<file path="config.mk">
export PLATFORM = sky130hd
export DESIGN_NAME = dsgsr_top
export DESIGN_NICKNAME = d
export VERILOG_FILES = /design/src/dsgsr_pkg.sv /design/src/dsgsr_top.sv /design/src/dsgsr_gate_select.sv
export VERILOG_INCLUDE_DIRS = /design/src
export SDC_FILE = /design/constraint.sdc
export NUM_CORES = 1
export LEC_CHECK = 0
export ABC_AREA = 1
export BUFFER_PORTS_ARGS = -buffer_cell sky130_fd_sc_hd__buf_2
export CAP_MARGIN = 20
export CORE_MARGIN = 2
export CORE_UTILIZATION = 42
export DETAILED_ROUTE_END_ITERATION = 12
export PLACE_DENSITY_LB_ADDON = 0.12
export RECOVER_POWER = 25
export SLEW_MARGIN = 20
export SYNTH_ARGS = -nofsm -noshare
export SYNTH_HDL_FRONTEND = slang
export SYNTH_HIERARCHICAL = 1
export SYNTH_SLANG_ARGS = --single-unit
</file>
<file path="constraint.sdc">
create_clock -name mclk_i -period 1.6 [get_ports mclk_i]
set_clock_uncertainty 0.1 [all_clocks]
set_input_delay 0.08 -clock mclk_i [delete_from_list [all_inputs] [get_ports mclk_i]]
set_output_delay 0.08 -clock mclk_i [all_outputs]
set_load 0.03 [all_outputs]
</file>
<file path="src/dsgsr_params.svh">
`ifndef DSGSR_PARAMS_SVH
`define DSGSR_PARAMS_SVH

// ==========================================================
// bus geometry
`define DSGSR_ADDR_W        12
`define DSGSR_DATA_W        32
`define DSGSR_NPORT         5

// ==========================================================
// register byte offsets from the system control base
`define DSGSR_SYSCTL_BASE   32'h400f_e000
`define DSGSR_OFF_SRC       12'h040
`define DSGSR_OFF_DSG       12'h128
`define DSGSR_OFF_IST       12'h1f0
`define DSGSR_OFF_IMSK      12'h1f4

// ==========================================================
// reset values
`define DSGSR_RST_SRC       32'h0000_0000
`define DSGSR_RST_DSG       32'h0000_0000
`define DSGSR_RST_IST       5'h00
`define DSGSR_RST_IMSK      5'h00

// ==========================================================
// writable bits and field positions
`define DSGSR_SRC_RW_MASK   32'h0011_0008
`define DSGSR_DSG_RW_MASK   32'h0000_001f
`define DSGSR_BIT_PWM       20
`define DSGSR_BIT_ADC       16
`define DSGSR_BIT_WDOG      3

`endif

</file>
<file path="src/dsgsr_pkg.sv">
package dsgsr_pkg;

    // ==========================================================
    // bus state, gray along idle -> ack -> idle
    typedef enum logic [1:0] {
        DSGSR_IDLE = 2'b00,
        DSGSR_ACK  = 2'b01
    } dsgsr_state_t;

    // ==========================================================
    // avalon response codes
    typedef enum logic [1:0] {
        DSGSR_RSP_OKAY   = 2'b00,
        DSGSR_RSP_SLVERR = 2'b10,
        DSGSR_RSP_DECERR = 2'b11
    } dsgsr_resp_t;

    // ==========================================================
    // avalon-mm request and answer bundles
    typedef struct packed {
        logic [11:0] address;
        logic        read;
        logic        write;
        logic [31:0] writedata;
        logic [3:0]  byteenable;
    } dsgsr_avs_req_t;

    typedef struct packed {
        logic [31:0] readdata;
        dsgsr_resp_t response;
        logic        waitrequest;
    } dsgsr_avs_rsp_t;

    // ==========================================================
    // power mode seen by the gating logic
    typedef struct packed {
        logic sleep;
        logic deep_sleep;
        logic auto_clock_gating_select;
    } dsgsr_pwr_t;

endpackage

</file>
<file path="src/dsgsr_top.sv">
`timescale 1ns/1ps
`include "dsgsr_params.svh"

// Notes on behaviour
// deep sleep gate bits 4:0 enable ports E..A
// access to unclocked unit gives bus fault
// all gate bits are zero after reset
// run, sleep, deep tables follow power mode
// sleep tables used only with auto gating
// gate bits 31:5 read zero, ignore writes
// deep sleep gate decoded at offset 0x128
// capability bits mask soft reset writes
// soft reset at 0x040, resets to zero
// bit 20 resets the pwm unit
// bit 16 resets adc module zero
// bit 3 resets the watchdog
// other soft reset bits read zero
// set bit holds unit in reset

module dsgsr_top #(
    parameter int NPORT = `DSGSR_NPORT
) (
    input  wire logic                    mclk_i,
    input  wire logic                    rst_n_i,
    input  wire dsgsr_pkg::dsgsr_avs_req_t avs_req_i,
    output dsgsr_pkg::dsgsr_avs_rsp_t    avs_rsp_o,
    input  wire dsgsr_pkg::dsgsr_pwr_t   pwr_i,
    input  wire logic [NPORT-1:0]        run_clock_gate_two_i,
    input  wire logic [NPORT-1:0]        sleep_clock_gate_two_i,
    input  wire logic [31:0]             device_capabilities_one_i,
    input  wire logic [NPORT-1:0]        unit_access_i,
    output logic      [NPORT-1:0]        port_gate_o,
    output logic      [NPORT-1:0]        unit_bus_fault_o,
    output logic                         pwm_reset_o,
    output logic                         adc0_reset_o,
    output logic                         watchdog_reset_bit_o,
    output logic                         irq_o
);
    import dsgsr_pkg::*;

    // ==========================================================
    // register map, byte offsets from the
    // system control base
    //
    // 0x040  soft reset control zero
    //        bit 20  pwm unit in reset
    //        bit 16  adc module zero in reset
    //        bit 3   watchdog in reset
    //        other bits read zero, writes
    //        to them are dropped; writes are
    //        also masked by the capability
    //        input, so an absent unit can
    //        never be put in reset
    //
    // 0x128  deep sleep clock gate two
    //        bits 4:0 gate ports e..a
    //        bits 31:5 read zero
    //        resets to zero: in deep sleep with
    //        auto gating every port is dark
    //        until software opts in
    //
    // 0x1f0  fault status, one sticky bit
    //        per port, cleared by a read;
    //        the read returns the value
    //        from before the clear
    //
    // 0x1f4  fault mask, same layout; a
    //        set bit lets that port raise
    //        the interrupt
    //
    // any other word answers with a decode
    // error and zero data; writes to it
    // change nothing

    // ==========================================================
    // bus timing
    //
    // idle: waitrequest high. a read or
    // write seen at an idle edge is taken
    // there, a write lands at that edge,
    // and waitrequest drops for exactly the
    // next cycle with readdata and response
    //
    // at the edge where the master sees
    // waitrequest low the old request may
    // still be up, so that edge is ignored;
    // a new request is taken one edge later
    // and back to back transfers cost two
    // cycles each
    //
    // trade-off: the fixed one cycle answer
    // costs a cycle per access but keeps
    // the read mux off the response path,
    // every response bit is a flop
    //
    // byte enables pick the lanes a write
    // replaces, the others keep their old
    // value before the field masks apply;
    // the low two address bits are ignored

    // ==========================================================
    // clock gating and faults
    //
    // the applied enable of a port is the
    // run table while running, the sleep
    // table in sleep and the deep sleep
    // register in deep sleep; both sleep
    // tables count only with auto gating
    // selected, otherwise the run table
    // stays in force in every mode
    //
    // applied enables lag their sources by
    // one edge: a port that software turns
    // on is usable one cycle after the
    // write has been answered
    //
    // an access to a port whose applied
    // enable is low gives a one cycle
    // fault pulse and sets its status bit
    // at the same edge; it is judged on the
    // registered enable, so an access in
    // the cycle that turns a port on still
    // faults
    //
    // a fault and a status read at one edge
    // keep the new fault: set wins over the
    // read clear
    //
    // limitation: this slave is never gated
    // itself, so faults leave on the pulse
    // outputs and never on this bus

    // ==========================================================
    // soft reset outputs
    //
    // each reset output is the register bit
    // itself: the unit stays in reset for as
    // long as the bit is set and is let go
    // by writing the bit back to zero;
    // nothing here pulses or times out
    //
    // the capability mask counts at the
    // write edge only; a later change of
    // that input leaves set bits alone

    // ==========================================================
    // interrupt
    //
    // registered level, high while a status
    // bit is set under a set mask bit; it
    // moves at the same edge as a mask
    // write or a status read, so it never
    // shows a stale level

    // ==========================================================
    // reset and parameters
    //
    // synchronous active low reset: one
    // sampled low edge clears every field,
    // response back to okay with
    // waitrequest high; the first request
    // may rise in the cycle after release
    //
    // the port count NPORT sizes the gate,
    // status and mask fields; the offsets
    // stay put, and ports above bit 4
    // would land in the read zero part of
    // the gate word

    // ==========================================================
    // complete block state
    typedef struct packed {
        dsgsr_state_t    st;
        dsgsr_avs_rsp_t  rsp;
        logic [31:0]     soft_reset_control_zero;
        logic [31:0]     deep_sleep_clock_gate_two;
        logic [NPORT-1:0] fault_status;
        logic [NPORT-1:0] fault_mask;
        logic [NPORT-1:0] port_gate;
        logic [NPORT-1:0] fault;
        logic            irq;
    } dsgsr_state_s_t;

    dsgsr_state_s_t s_reg;
    dsgsr_state_s_t s_next;

    logic [NPORT-1:0] gate_next;
    logic [NPORT-1:0] fault_next;

    // ==========================================================
    // per port table select and fault detect
    dsgsr_gate_select #(
        .NPORT (NPORT)
    ) u_gate_select (
        .run_clock_gate_two_i        (run_clock_gate_two_i),
        .sleep_clock_gate_two_i      (sleep_clock_gate_two_i),
        .deep_sleep_clock_gate_two_i (s_reg.deep_sleep_clock_gate_two[NPORT-1:0]),
        .pwr_i                       (pwr_i),
        .applied_gate_i              (s_reg.port_gate),
        .unit_access_i               (unit_access_i),
        .gate_next_o                 (gate_next),
        .fault_next_o                (fault_next)
    );

    // ==========================================================
    // byte lane merge for partial writes
    function automatic logic [31:0] be_merge(
        input logic [31:0] old_v,
        input logic [31:0] new_v,
        input logic [3:0]  be
    );
        logic [31:0] r;
        r = old_v;
        for (int i = 0; i < 4; i++) begin
            if (be[i]) begin
                r[i*8 +: 8] = new_v[i*8 +: 8];
            end
        end
        return r;
    endfunction

    logic [11:0] word_addr;
    logic        req;
    logic        hit_src;
    logic        hit_dsg;
    logic        hit_ist;
    logic        hit_imsk;
    logic [31:0] wmerge;
    logic [31:0] ist_wide;
    logic [31:0] imsk_wide;

    // ==========================================================
    // address decode; low two bits ignored, words are aligned
    always_comb begin
        word_addr = {avs_req_i.address[11:2], 2'b00};
        req       = (avs_req_i.read | avs_req_i.write) & (s_reg.st == DSGSR_IDLE);
        hit_src   = (word_addr == `DSGSR_OFF_SRC);
        hit_dsg   = (word_addr == `DSGSR_OFF_DSG);
        hit_ist   = (word_addr == `DSGSR_OFF_IST);
        hit_imsk  = (word_addr == `DSGSR_OFF_IMSK);
        ist_wide  = {{(32-NPORT){1'b0}}, s_reg.fault_status};
        imsk_wide = {{(32-NPORT){1'b0}}, s_reg.fault_mask};
        wmerge    = 32'h0000_0000;
        if (hit_src) begin
            wmerge = be_merge(s_reg.soft_reset_control_zero, avs_req_i.writedata, avs_req_i.byteenable);
        end else if (hit_dsg) begin
            wmerge = be_merge(s_reg.deep_sleep_clock_gate_two, avs_req_i.writedata, avs_req_i.byteenable);
        end else if (hit_imsk) begin
            wmerge = be_merge(imsk_wide, avs_req_i.writedata, avs_req_i.byteenable);
        end
    end

    // ==========================================================
    // next state: bus handshake, registers, gating, events
    always_comb begin
        s_next = s_reg;

        // applied clock enables follow the power mode each cycle
        s_next.port_gate = gate_next;
        // one cycle fault pulse per offending access
        s_next.fault = fault_next;

        case (s_reg.st)
            DSGSR_IDLE: begin
                s_next.rsp.waitrequest = 1'b1;
                if (req) begin
                    // answer in the next cycle with waitrequest low
                    s_next.st              = DSGSR_ACK;
                    s_next.rsp.waitrequest = 1'b0;
                    s_next.rsp.response    = DSGSR_RSP_OKAY;
                    s_next.rsp.readdata    = 32'h0000_0000;
                    if (!(hit_src | hit_dsg | hit_ist | hit_imsk)) begin
                        // unmapped: decode error, data zero
                        s_next.rsp.response = DSGSR_RSP_DECERR;
                    end else if (avs_req_i.read) begin
                        if (hit_src) begin
                            s_next.rsp.readdata = s_reg.soft_reset_control_zero & `DSGSR_SRC_RW_MASK;
                        end else if (hit_dsg) begin
                            s_next.rsp.readdata = s_reg.deep_sleep_clock_gate_two & `DSGSR_DSG_RW_MASK;
                        end else if (hit_ist) begin
                            s_next.rsp.readdata = ist_wide;
                        end else begin
                            s_next.rsp.readdata = imsk_wide;
                        end
                    end else begin
                        if (hit_src) begin
                            // absent units cannot be put in reset
                            s_next.soft_reset_control_zero =
                                wmerge & device_capabilities_one_i & `DSGSR_SRC_RW_MASK;  // see R8
                        end else if (hit_dsg) begin
                            s_next.deep_sleep_clock_gate_two = wmerge & `DSGSR_DSG_RW_MASK;  // see R1
                        end else if (hit_imsk) begin
                            s_next.fault_mask = wmerge[NPORT-1:0];
                        end
                    end
                end
            end
            DSGSR_ACK: begin
                // master releases the request at this edge
                s_next.st              = DSGSR_IDLE;
                s_next.rsp.waitrequest = 1'b1;
            end
            default: begin
                s_next.st              = DSGSR_IDLE;
                s_next.rsp.waitrequest = 1'b1;
            end
        endcase

        // read of the status word clears it, new events win
        if (req && avs_req_i.read && hit_ist) begin
            s_next.fault_status = fault_next;
        end else begin
            s_next.fault_status = s_reg.fault_status | fault_next;
        end

        // level interrupt from the unmasked sticky bits
        s_next.irq = |(s_next.fault_status & s_next.fault_mask);
    end

    // ==========================================================
    // state register; synchronous active low reset
    always_ff @(posedge mclk_i) begin
        if (!rst_n_i) begin
            s_reg.st                        <= DSGSR_IDLE;
            s_reg.rsp.readdata              <= 32'h0000_0000;
            s_reg.rsp.response              <= DSGSR_RSP_OKAY;
            s_reg.rsp.waitrequest           <= 1'b1;
            s_reg.soft_reset_control_zero   <= `DSGSR_RST_SRC;
            s_reg.deep_sleep_clock_gate_two <= `DSGSR_RST_DSG;
            s_reg.fault_status              <= NPORT'(`DSGSR_RST_IST);
            s_reg.fault_mask                <= NPORT'(`DSGSR_RST_IMSK);
            s_reg.port_gate                 <= '0;
            s_reg.fault                     <= '0;
            s_reg.irq                       <= 1'b0;
        end else begin
            s_reg <= s_next;
        end
    end

    // ==========================================================
    // outputs straight from the state flops
    assign avs_rsp_o            = s_reg.rsp;
    assign port_gate_o          = s_reg.port_gate;
    assign unit_bus_fault_o     = s_reg.fault;
    // units stay in reset for as long as their bit is set
    assign pwm_reset_o          = s_reg.soft_reset_control_zero[`DSGSR_BIT_PWM];  // see R10
    assign adc0_reset_o         = s_reg.soft_reset_control_zero[`DSGSR_BIT_ADC];  // see R11
    assign watchdog_reset_bit_o = s_reg.soft_reset_control_zero[`DSGSR_BIT_WDOG]; // see R12
    assign irq_o                = s_reg.irq;

endmodule

</file>
<file path="src/dsgsr_gate_select.sv">
`timescale 1ns/1ps

module dsgsr_gate_select #(
    parameter int NPORT = 5
) (
    input  wire logic [NPORT-1:0]  run_clock_gate_two_i,
    input  wire logic [NPORT-1:0]  sleep_clock_gate_two_i,
    input  wire logic [NPORT-1:0]  deep_sleep_clock_gate_two_i,
    input  wire dsgsr_pkg::dsgsr_pwr_t pwr_i,
    input  wire logic [NPORT-1:0]  applied_gate_i,
    input  wire logic [NPORT-1:0]  unit_access_i,
    output logic      [NPORT-1:0]  gate_next_o,
    output logic      [NPORT-1:0]  fault_next_o
);
    import dsgsr_pkg::*;

    logic use_deep;
    logic use_sleep;

    // ==========================================================
    // mode select; sleep tables only count with auto gating on
    always_comb begin
        use_deep  = pwr_i.deep_sleep & pwr_i.auto_clock_gating_select;
        use_sleep = pwr_i.sleep & ~pwr_i.deep_sleep & pwr_i.auto_clock_gating_select;
    end

    // ==========================================================
    // per port: pick the table and flag accesses to a dark port
    genvar g;
    generate
        for (g = 0; g < NPORT; g = g + 1) begin : g_port
            // deep sleep table, then sleep, else run
            assign gate_next_o[g] = use_deep  ? deep_sleep_clock_gate_two_i[g] :
                                    use_sleep ? sleep_clock_gate_two_i[g] :
                                                run_clock_gate_two_i[g];
            // an unclocked port answers any access with a fault
            assign fault_next_o[g] = unit_access_i[g] & ~applied_gate_i[g];
        end
    endgenerate

endmodule

</file>
Word level (Yosys, flattened, before mapping) --
Index checks and enable logic that the tools add are counted.
Cells by class: eq/ne operators 4, muxes and demuxes 39, bitwise logic cells 24, reductions and logical operators 8
Operator list (number):
- two-way mux 21 bit | 7
- two-way mux 53 bit | 2
- two-way mux 5 bit | 14
- two-way mux 65 bit | 1
- two-way mux 8 bit | 4
- equality test 10 x 7 -> 1 bit, second input constant | 3
- AND 21 bit | 1
- equality test 10 x 5 -> 1 bit, second input constant | 1
- two-way mux 1 bit | 10
- AND 1 bit | 9
- NOT 1 bit | 8
- AND reduction 6 bit | 1
- AND 5 bit | 1
- OR 5 bit | 1
- AND reduction 5 bit | 1
- OR reduction 5 bit | 1
- OR 1 bit | 4
- AND reduction 2 bit | 2
- logical AND 1 bit | 2
- logical NOT 2 bit | 1
- two-way mux 2 bit | 1
Word-level totals: flip-flop bits (word level) 54, output and inout port bits 49, logic and storage cells 86

Logic depth before layout (Yosys ltp) --
Gate-level depths: netlist (run 1).
word-level depth 13, depth in mapped cells 13

Modules after synthesis --
Netlist (run 1), hierarchy kept.
Modules (own cells, without submodules):
- dsgsr_top | instances 1, cells an instance 333, area each 2347.3 um2
- dsgsr_gate_select | instances 1, cells an instance 45, area each 203.9 um2

Least setup slack after synthesis (run 1) --
Ideal clock, no wire load.
path type register to register, start register s_reg[120] in the netlist's numbering, end register s_reg (netlist bit irq_o), setup time 128 ps, arrival 1214 ps, data required time 1372 ps, path slack 159 ps, stages on the path, launching flop included 10, path buffers 0, clock period less this slack 1441 ps, cell sequence dfxtp_1 nor2_1 inv_1 nor2_4 inv_2 a21o_1 nand3_1 nand2_1 nor2_1 nor2_1
On the way: cells in the longest elaborated chain, start to end 7
RTL lines:
- start: declaration | line dsgsr_top.sv:184 | dsgsr_state_s_t s_reg;
- start signal: assignment | line dsgsr_top.sv:336 | s_reg <= s_next;
- logical NOT 2 bit (*) | line dsgsr_top.sv:236, dsgsr_top.sv:263
- AND 1 bit | line dsgsr_top.sv:236 | req = (avs_req_i.read | avs_req_i.write) & (s_reg.st == DSGSR_IDLE);
- logical AND 1 bit (2 in series) | line dsgsr_top.sv:310 | if (req && avs_req_i.read && hit_ist) begin
- two-way mux 5 bit | line dsgsr_top.sv:310
- AND 5 bit (*) | line dsgsr_top.sv:317 | s_next.irq = |(s_next.fault_status & s_next.fault_mask);
- OR reduction 5 bit (*) | line dsgsr_top.sv:317
Mark *: on every way between the ends. The rest lies on a longest branch, timed or not. A chain may end at the register's enable or synchronous reset.

Worst setup path after layout (run 1) --
Same ends and word-level chain as after synthesis.

==> metrics.log, run 1 <==
INFO  metric synthesis.area_per_instance = 6.75 sq um
INFO  metric hold_viol_final = 0
INFO  metric first_global_vias = 2140
INFO  metric grt_antenna_before_repair = 0
INFO  metric fin_crit_sh = 0.956
INFO  metric share_comb_of_total_power = 0.201
INFO  metric timing.critical_path.required = 1680 ps
INFO  metric placement_rows = 28
INFO  metric p_int = 1.44 mW
INFO  metric timing.rr.end = irq_o
INFO  metric setup.worst_path.start = s_reg[120]
INFO  metric rsz_0062_raised_after_global_routing = yes
INFO  metric clk_root_buffer_cell = clkbuf_8
INFO  metric drv_slew = 0
INFO  metric timing.hold.worst.class = input port to flip-flop
INFO  metric insertedDiodeCount = 0
INFO  metric route.detailed.wl_per_inst = 10.9 um
INFO  metric multi_input_combinational_cell_area = 0.00130 sq mm
INFO  metric critPathArrivalTime = 1610 ps
INFO  metric netSwitchingPower = 0.648 mW
INFO  metric setup_viol = 0
INFO  metric avgViaCountPerCell = 4.54
INFO  metric timing.critical_path.to_type = flip-flop
INFO  metric worstSetupEndpoint = irq_o
INFO  metric synth_seq_area_share = 0.306
INFO  metric core_area = 0.00589 sq mm
INFO  metric cts.sink_count = 39
INFO  metric r2r-start = s_reg[120]
INFO  metric most-common-layout-cells = 70 x nand2_1, 62 x buf_2, 56 x inv_1
INFO  metric grt_max_degree = 23
INFO  metric drive_gt1_frac = 0.298
INFO  metric leakage = 1.63 nW
INFO  metric width_of_the_die = 81.9 um
INFO  metric initial_utilization = 0.433
INFO  metric clockPowerShare = 0.312
INFO  metric worstHoldPathCells = 3
INFO  metric regArea = 782 sq um
INFO  metric syn_inst = 378
INFO  metric ant_nets = 0
INFO  metric post-route-drc-count = 0
INFO  metric firstDrtPassIters = 5
INFO  metric tritoncts = yes
INFO  metric clkLatencyLatePin = 290 ps
INFO  metric postLayoutCoreUtil = 0.521
INFO  metric criticalPathCategory = flip-flop to flip-flop
INFO  metric place.detailed.hpwl = 4.60 mm
INFO  metric gp_routability_congestion = 0.914
INFO  metric fill_cells = 632
INFO  metric tritoncts_buffer_count = 5
INFO  metric final_period_minus_worst_setup_slack = 1530 ps
INFO  metric layout_commonest_cell = nand2_1
INFO  metric seqPwrFrac = 0.486
INFO  metric grt_first_pass_wirelength = 9.43 mm
INFO  metric cap_violations = 0
INFO  metric power_switching_share = 0.310
INFO  metric synthesis.yosys.warnings = 6
INFO  metric power.density = 681 mW/mm^2
INFO  metric netlist_area_before_placement = 0.00255 sq mm
INFO  metric rr_worst_depth = 10
INFO  metric synthDistinctLibCells = 28
INFO  metric areaGrowthSynthToFinish = 20.3%
INFO  metric postRouteWirelength = 5.79 mm
INFO  metric first_iter_violations = 104
INFO  metric largest_register_ff_count = 9
INFO  metric grt.total_usage = 0.182
INFO  metric cts_setup_buffers = 0
INFO  metric outcome = finished, final reports clean
INFO  metric die_area = 0.00671 sq mm
INFO  metric timing.fmax = 654 MHz
INFO  metric finish.net_count = 558
INFO  metric clk_transition_reported_paths = 80 ps
INFO  metric grt_overflow_total = 0
INFO  metric vdd_ir_drop_max = 0.000331 V
INFO  metric pin_count = 151
INFO  metric overall_via_count_from_detail_route = 2414
INFO  metric setup_total_negative_slack = 0 ps
INFO  metric start_kind = flip-flop
INFO  metric crit_fanout = 6
INFO  metric io_port_bufs = 67
INFO  metric ctsHtreeMaxLevel = 2
INFO  metric ys_ff_latch = 39
INFO  metric r2r_slack = 70 ps
INFO  metric die_y = 81.9 um
INFO  metric clockBufferDepth = 2
[metal layers]
metal | global-route usage | vias up | wire length [um]
met1 | 0.226 | 1054 | 2660
met4 | 0.0483 | 0 | 117
li1 | - | 1272 | -
met3 | 0.0330 | 10 | 323
met2 | 0.323 | 78 | 2700
met5 | 0 | - | 0
[cells by family (layout without fill, tap and decap cells)]
kind of cell    Yosys count  in the layout  share of synthesized area
other cells               1             25                    0.00147
compound gates           49             49                      0.105
flops                    39             39                      0.306
buf+inv                 113            168                      0.234
simple gates            176            176                      0.354
[cell type report]
cell class / instances / area share
Multi-Input combinational cell: 250 / 0.423
Inverter: 64 / 0.0791
Clock inverter: 2 / 0.00408
Timing Repair Buffer: 96 / 0.185
Tap cell: 75 / 0.0306
Sequential cell: 39 / 0.255
Clock buffer: 6 / 0.0236
[timing repair]
item                                    CTS  global route
endpoints found under the setup margin    0             1
endpoints found under the hold margin     8             0
resized for setup                         0            11
hold buffers                              8             0
[critical path: stages (launching register included)]
cell     delay (ps)
dfxtp_2         330
nor2_2           90
nand2_1          90
inv_1            70
nand2_2          60
nor2_4          230
nand3_2         120
nand3_2         100
nand3_2          70
nor2_2          110
nor2_1           40
[cell usage after synthesis]
library cell | count | area, sq um
a21o_1 | 2 | 15.0
nand3b_1 | 1 | 7.51
nand3_4 | 2 | 35.0
o21bai_1 | 3 | 22.5
nand3_1 | 25 | 125
a31oi_1 | 4 | 25.0
conb_1 | 1 | 3.75
nor2_2 | 4 | 25.0
nand2_2 | 6 | 37.5
nand4_1 | 10 | 62.6
nor2_4 | 7 | 78.8
dfxtp_1 | 39 | 781
a21oi_1 | 22 | 110
nand2_1 | 72 | 270
o21a_1 | 1 | 7.51
o21ai_0 | 16 | 80.1
clkbuf_1 | 3 | 11.3
nor3_2 | 2 | 20.0
inv_1 | 56 | 210
inv_2 | 7 | 26.3
nand2_4 | 1 | 11.3
clkinv_1 | 1 | 3.75
o211ai_1 | 1 | 7.51
nor3_1 | 2 | 10.0
nor2_8 | 1 | 20.0
buf_4 | 46 | 345
nor2_1 | 37 | 139
nand3_2 | 6 | 60.1
[per-stage QoR]
step | cell area [sq um] | hold WS (ps) | setup WS (ps) | cells | power (mW)
global route | 3070 | 27.9 | -67.1 | 532 | 2.20
global placement | 2870 | 260 | 7.45 | 516 | 1.44
finish | 3070 | 30.7 | 69.9 | 532 | 2.09
detailed placement | 2870 | 258 | 5.88 | 516 | 1.44
floorplan | 2640 | 118 | 159 | 402 | 1.38
CTS | 3040 | 25.5 | 51.1 | 532 | 2.10
[worst min path at each step]
stage | start | to | slack (ps)
after global routing | avs_req_i[8] | s_reg[25] | 30
final | avs_req_i[5] | s_reg[22] | 30
after detailed placement | device_capabilities_one_i[20] | pwm_reset_o | 260
after floorplan | rst_n_i | s_reg[21] | 120
after CTS | avs_req_i[5] | s_reg[22] | 30
after global placement | device_capabilities_one_i[20] | pwm_reset_o | 260
[power by group through the flow]
stage | Sequential (mW) | Combinational, mW | Clock (mW)
floorplan | 1.03 | 0.344 | 0
global placement | 1.04 | 0.402 | 0
detailed placement | 1.04 | 0.405 | 0
CTS | 1.02 | 0.421 | 0.666
global route | 1.02 | 0.466 | 0.715
finish | 1.02 | 0.421 | 0.653
Power figures use the tool's default switching activity.
==> run 2, diff against run 1 <==
==> constraint.sdc (replaced) <==
create_clock -name mclk_i -period 1.6 [get_ports mclk_i]
set_clock_uncertainty 0.1 [all_clocks]
set_input_delay 0 -clock mclk_i [delete_from_list [all_inputs] [get_ports mclk_i]]
set_output_delay 0 -clock mclk_i [all_outputs]
set_load 0.03 [all_outputs]
==> run 2 against run 1 <==
Core utilization up 0.79 points. Highest routed layer unchanged. Final cell count down 0.38%. Largest cell class unchanged. Maximum frequency down 3.2%. The run now ends with negative hold slack left. Sequential power about the same. Design area up 1.5%.
==> metrics.log, run 2 (same netlist as run 1, synthesis figures left out) <==
INFO  metric outcome = complete, but fails checks
INFO  metric failed_checks = negative hold slack
INFO  metric final_period_minus_worst_setup_slack = 1580 ps (+49.9 ps)
INFO  metric rsz_0062_raised_after_global_routing = yes
INFO  metric gp_routability_congestion = 0.878 (-4.0%)
INFO  metric grt.total_usage = 0.190 (+0.00822)
INFO  metric timing.hold.ws = -1.71 ps (-32.4 ps)
INFO  metric ctsHtreeMaxLevel = 2 (unchanged)
INFO  metric drive_gt1_frac = 0.281 (-0.0163)
INFO  metric critical-path-top-cell-by-count = nand3_2
INFO  metric vdd_ir_drop_max = 0.000481 V (+46%)
INFO  metric clkLatencyLatePin = 300 ps (about the same)
INFO  metric placement_rows = 28 (unchanged)
INFO  metric first_iter_violations = 101 (-2.9%)
INFO  metric timing.hold.worst.class = input port to flip-flop
INFO  metric ant_nets = 0 (unchanged)
INFO  metric timing.fmax = 633 MHz (-3.2%)
INFO  metric clockBufferDepth = 2 (unchanged)
INFO  metric avgViaCountPerCell = 4.60 (+1.5%)
INFO  metric clk_root_buffer_cell = clkbuf_8
INFO  metric dpl.cell_count = 505 (-2.1%)
INFO  metric cp_cell_sequence = nor2_2 > nand2_1 > inv_1 > nand2_2 > nor2_4 > nand3_2 > nand3_2 > nand3_2 > nor2_2 > nor2_1
INFO  metric timing.critical_path.required = 1660 ps (-20 ps)
INFO  metric grt_max_degree = 20 (-13%)
INFO  metric critical_path.slowest_cell = dfxtp_2
INFO  metric fin_crit_sh = 0.987 (+0.0312)
INFO  metric firstDrtPassIters = 4 (-1)
INFO  metric power.density = 735 mW/mm^2 (+8.0%)
INFO  metric areaGrowthSynthToFinish = 22.1%
INFO  metric crit_fanout = 6 (unchanged)
INFO  metric die_area = 0.00671 sq mm (unchanged)
INFO  metric die_y = 81.9 um (unchanged)
INFO  metric postLayoutCoreUtil = 0.529 (+0.00787)
INFO  metric core_area = 0.00589 sq mm (unchanged)
INFO  metric cap_violations = 0 (unchanged)
INFO  metric cts.sink_count = 39 (unchanged)
INFO  metric r2r_slack = 20 ps (-50 ps)
INFO  metric largest_register_ff_count = 9 (unchanged)
INFO  metric grt_overflow_total = 0 (unchanged)
INFO  metric worst_slew_pin_slew = 616 ps
INFO  metric total_power = 2.29 mW (+9.7%)
INFO  metric cell_count_final_fillers_out = 530 (-0.38%)
INFO  metric criticalPathCategory = flip-flop to flip-flop
INFO  metric cpPeakStageDelay = 330 ps (about the same)
INFO  metric io_port_bufs = 67 (unchanged)
INFO  metric insertedDiodeCount = 0 (unchanged)
INFO  metric place.detailed.hpwl = 4.61 mm (+0.23%)
INFO  metric pin_count = 151 (unchanged)
INFO  metric finish.net_count = 556 (-0.36%)
INFO  metric layout_commonest_cell = nand2_1
INFO  metric first_global_vias = 2121 (-0.89%)
INFO  metric grt_first_pass_wirelength = 9.65 mm (+2.3%)
INFO  metric grt_antenna_before_repair = 0 (unchanged)
INFO  metric setup_viol = 0 (unchanged)
INFO  metric tritoncts_buffer_count = 5 (unchanged)
INFO  metric start_kind = flip-flop
INFO  metric most-common-layout-cells = 70 x nand2_1, 62 x buf_2, 56 x inv_1
INFO  metric clk_transition_reported_paths = 80 ps (about the same)
INFO  metric worst_slew_margin_rel = 0.589
INFO  metric initial_utilization = 0.433 (unchanged)
INFO  metric setup_total_negative_slack = 0 ps (unchanged)
INFO  metric width_of_the_die = 81.9 um (unchanged)
INFO  metric hold_viol_final = 1 (+1)
INFO  metric leakage = 1.64 nW (+0.17%)
INFO  metric route.detailed.wl_per_inst = 11.5 um (+5.2%)
INFO  metric tritoncts = yes
INFO  metric critPathArrivalTime = 1640 ps (+30 ps)
INFO  metric drv_slew = 0 (unchanged)
INFO  metric timing.critical_path.to_type = flip-flop
INFO  metric postRouteWirelength = 6.07 mm (+4.8%)
INFO  metric overall_via_count_from_detail_route = 2440 (+1.1%)
INFO  metric post-route-drc-count = 0 (unchanged)
run 2: worst max-delay path, delay by kind of cell, from the launching register on:
family / cells / cell delay (ps)
and+or+nand+nor: 9 / 940
buffers and inverters: 1 / 70
DFF: 1 / 330
run 2: metal layers:
layer / wire length, um / part of all wire / up-vias / GRT usage
met1: 2760 / 0.45 / 1071 / 0.245
met2: 2800 / 0.46 / 87 / 0.313
met4: 142 / 0.023 / 0 / 0.0717
met5: 0 / 0 / - / 0
met3: 364 / 0.060 / 14 / 0.0374
li1: - / - / 1268 / -
run 2: what timing repair did:
item / CTS / global route
gates resized for setup: 0 / 15
hold buffers: 17 / 0
setup endpoints to repair: 0 / 6
buffers inserted: 0 / 0
hold endpoints to repair: 14 / 0
run 2: per-stage QoR:
step	instance area [sq um]	worst slack, ps
after global placement	2790	44.8
after detailed placement	2790	46.1
final	3120	20.0
after floorplan	2640	159
after CTS	3070	37.0
after global routing	3120	-90.5
run 2: worst paths after layout:
| check | from | end | depth (start not counted) |
|---|---|---|---|
| worst max-delay path | s_reg[120] | irq_o | 10 |
| worst min-delay path | avs_req_i[0] | s_reg[22] | 3 |
| worst max register to register | s_reg[120] | irq_o | 10 |
| worst min register to register | avs_rsp_o[5] | avs_rsp_o[5] | 2 |
run 2: cell type report:
cell class                      count  area (sq um)
Clock buffer                        5          68.8
Clock inverter                      3          43.8
Fill cell                         604          2770
Inverter                           64           243
Multi-Input combinational cell    250          1310
Sequential cell                    39           783
Tap cell                           75          93.8
Timing Repair Buffer               94           574
run 2: power breakdown:
group	switching [mW]	internal (mW)	total (mW)	leakage, nW
registers	0.0125	1.00	1.01	0.320
logic	0.292	0.144	0.435	1.26
clock network	0.376	0.465	0.840	0.0581
total	0.680	1.61	2.29	1.64
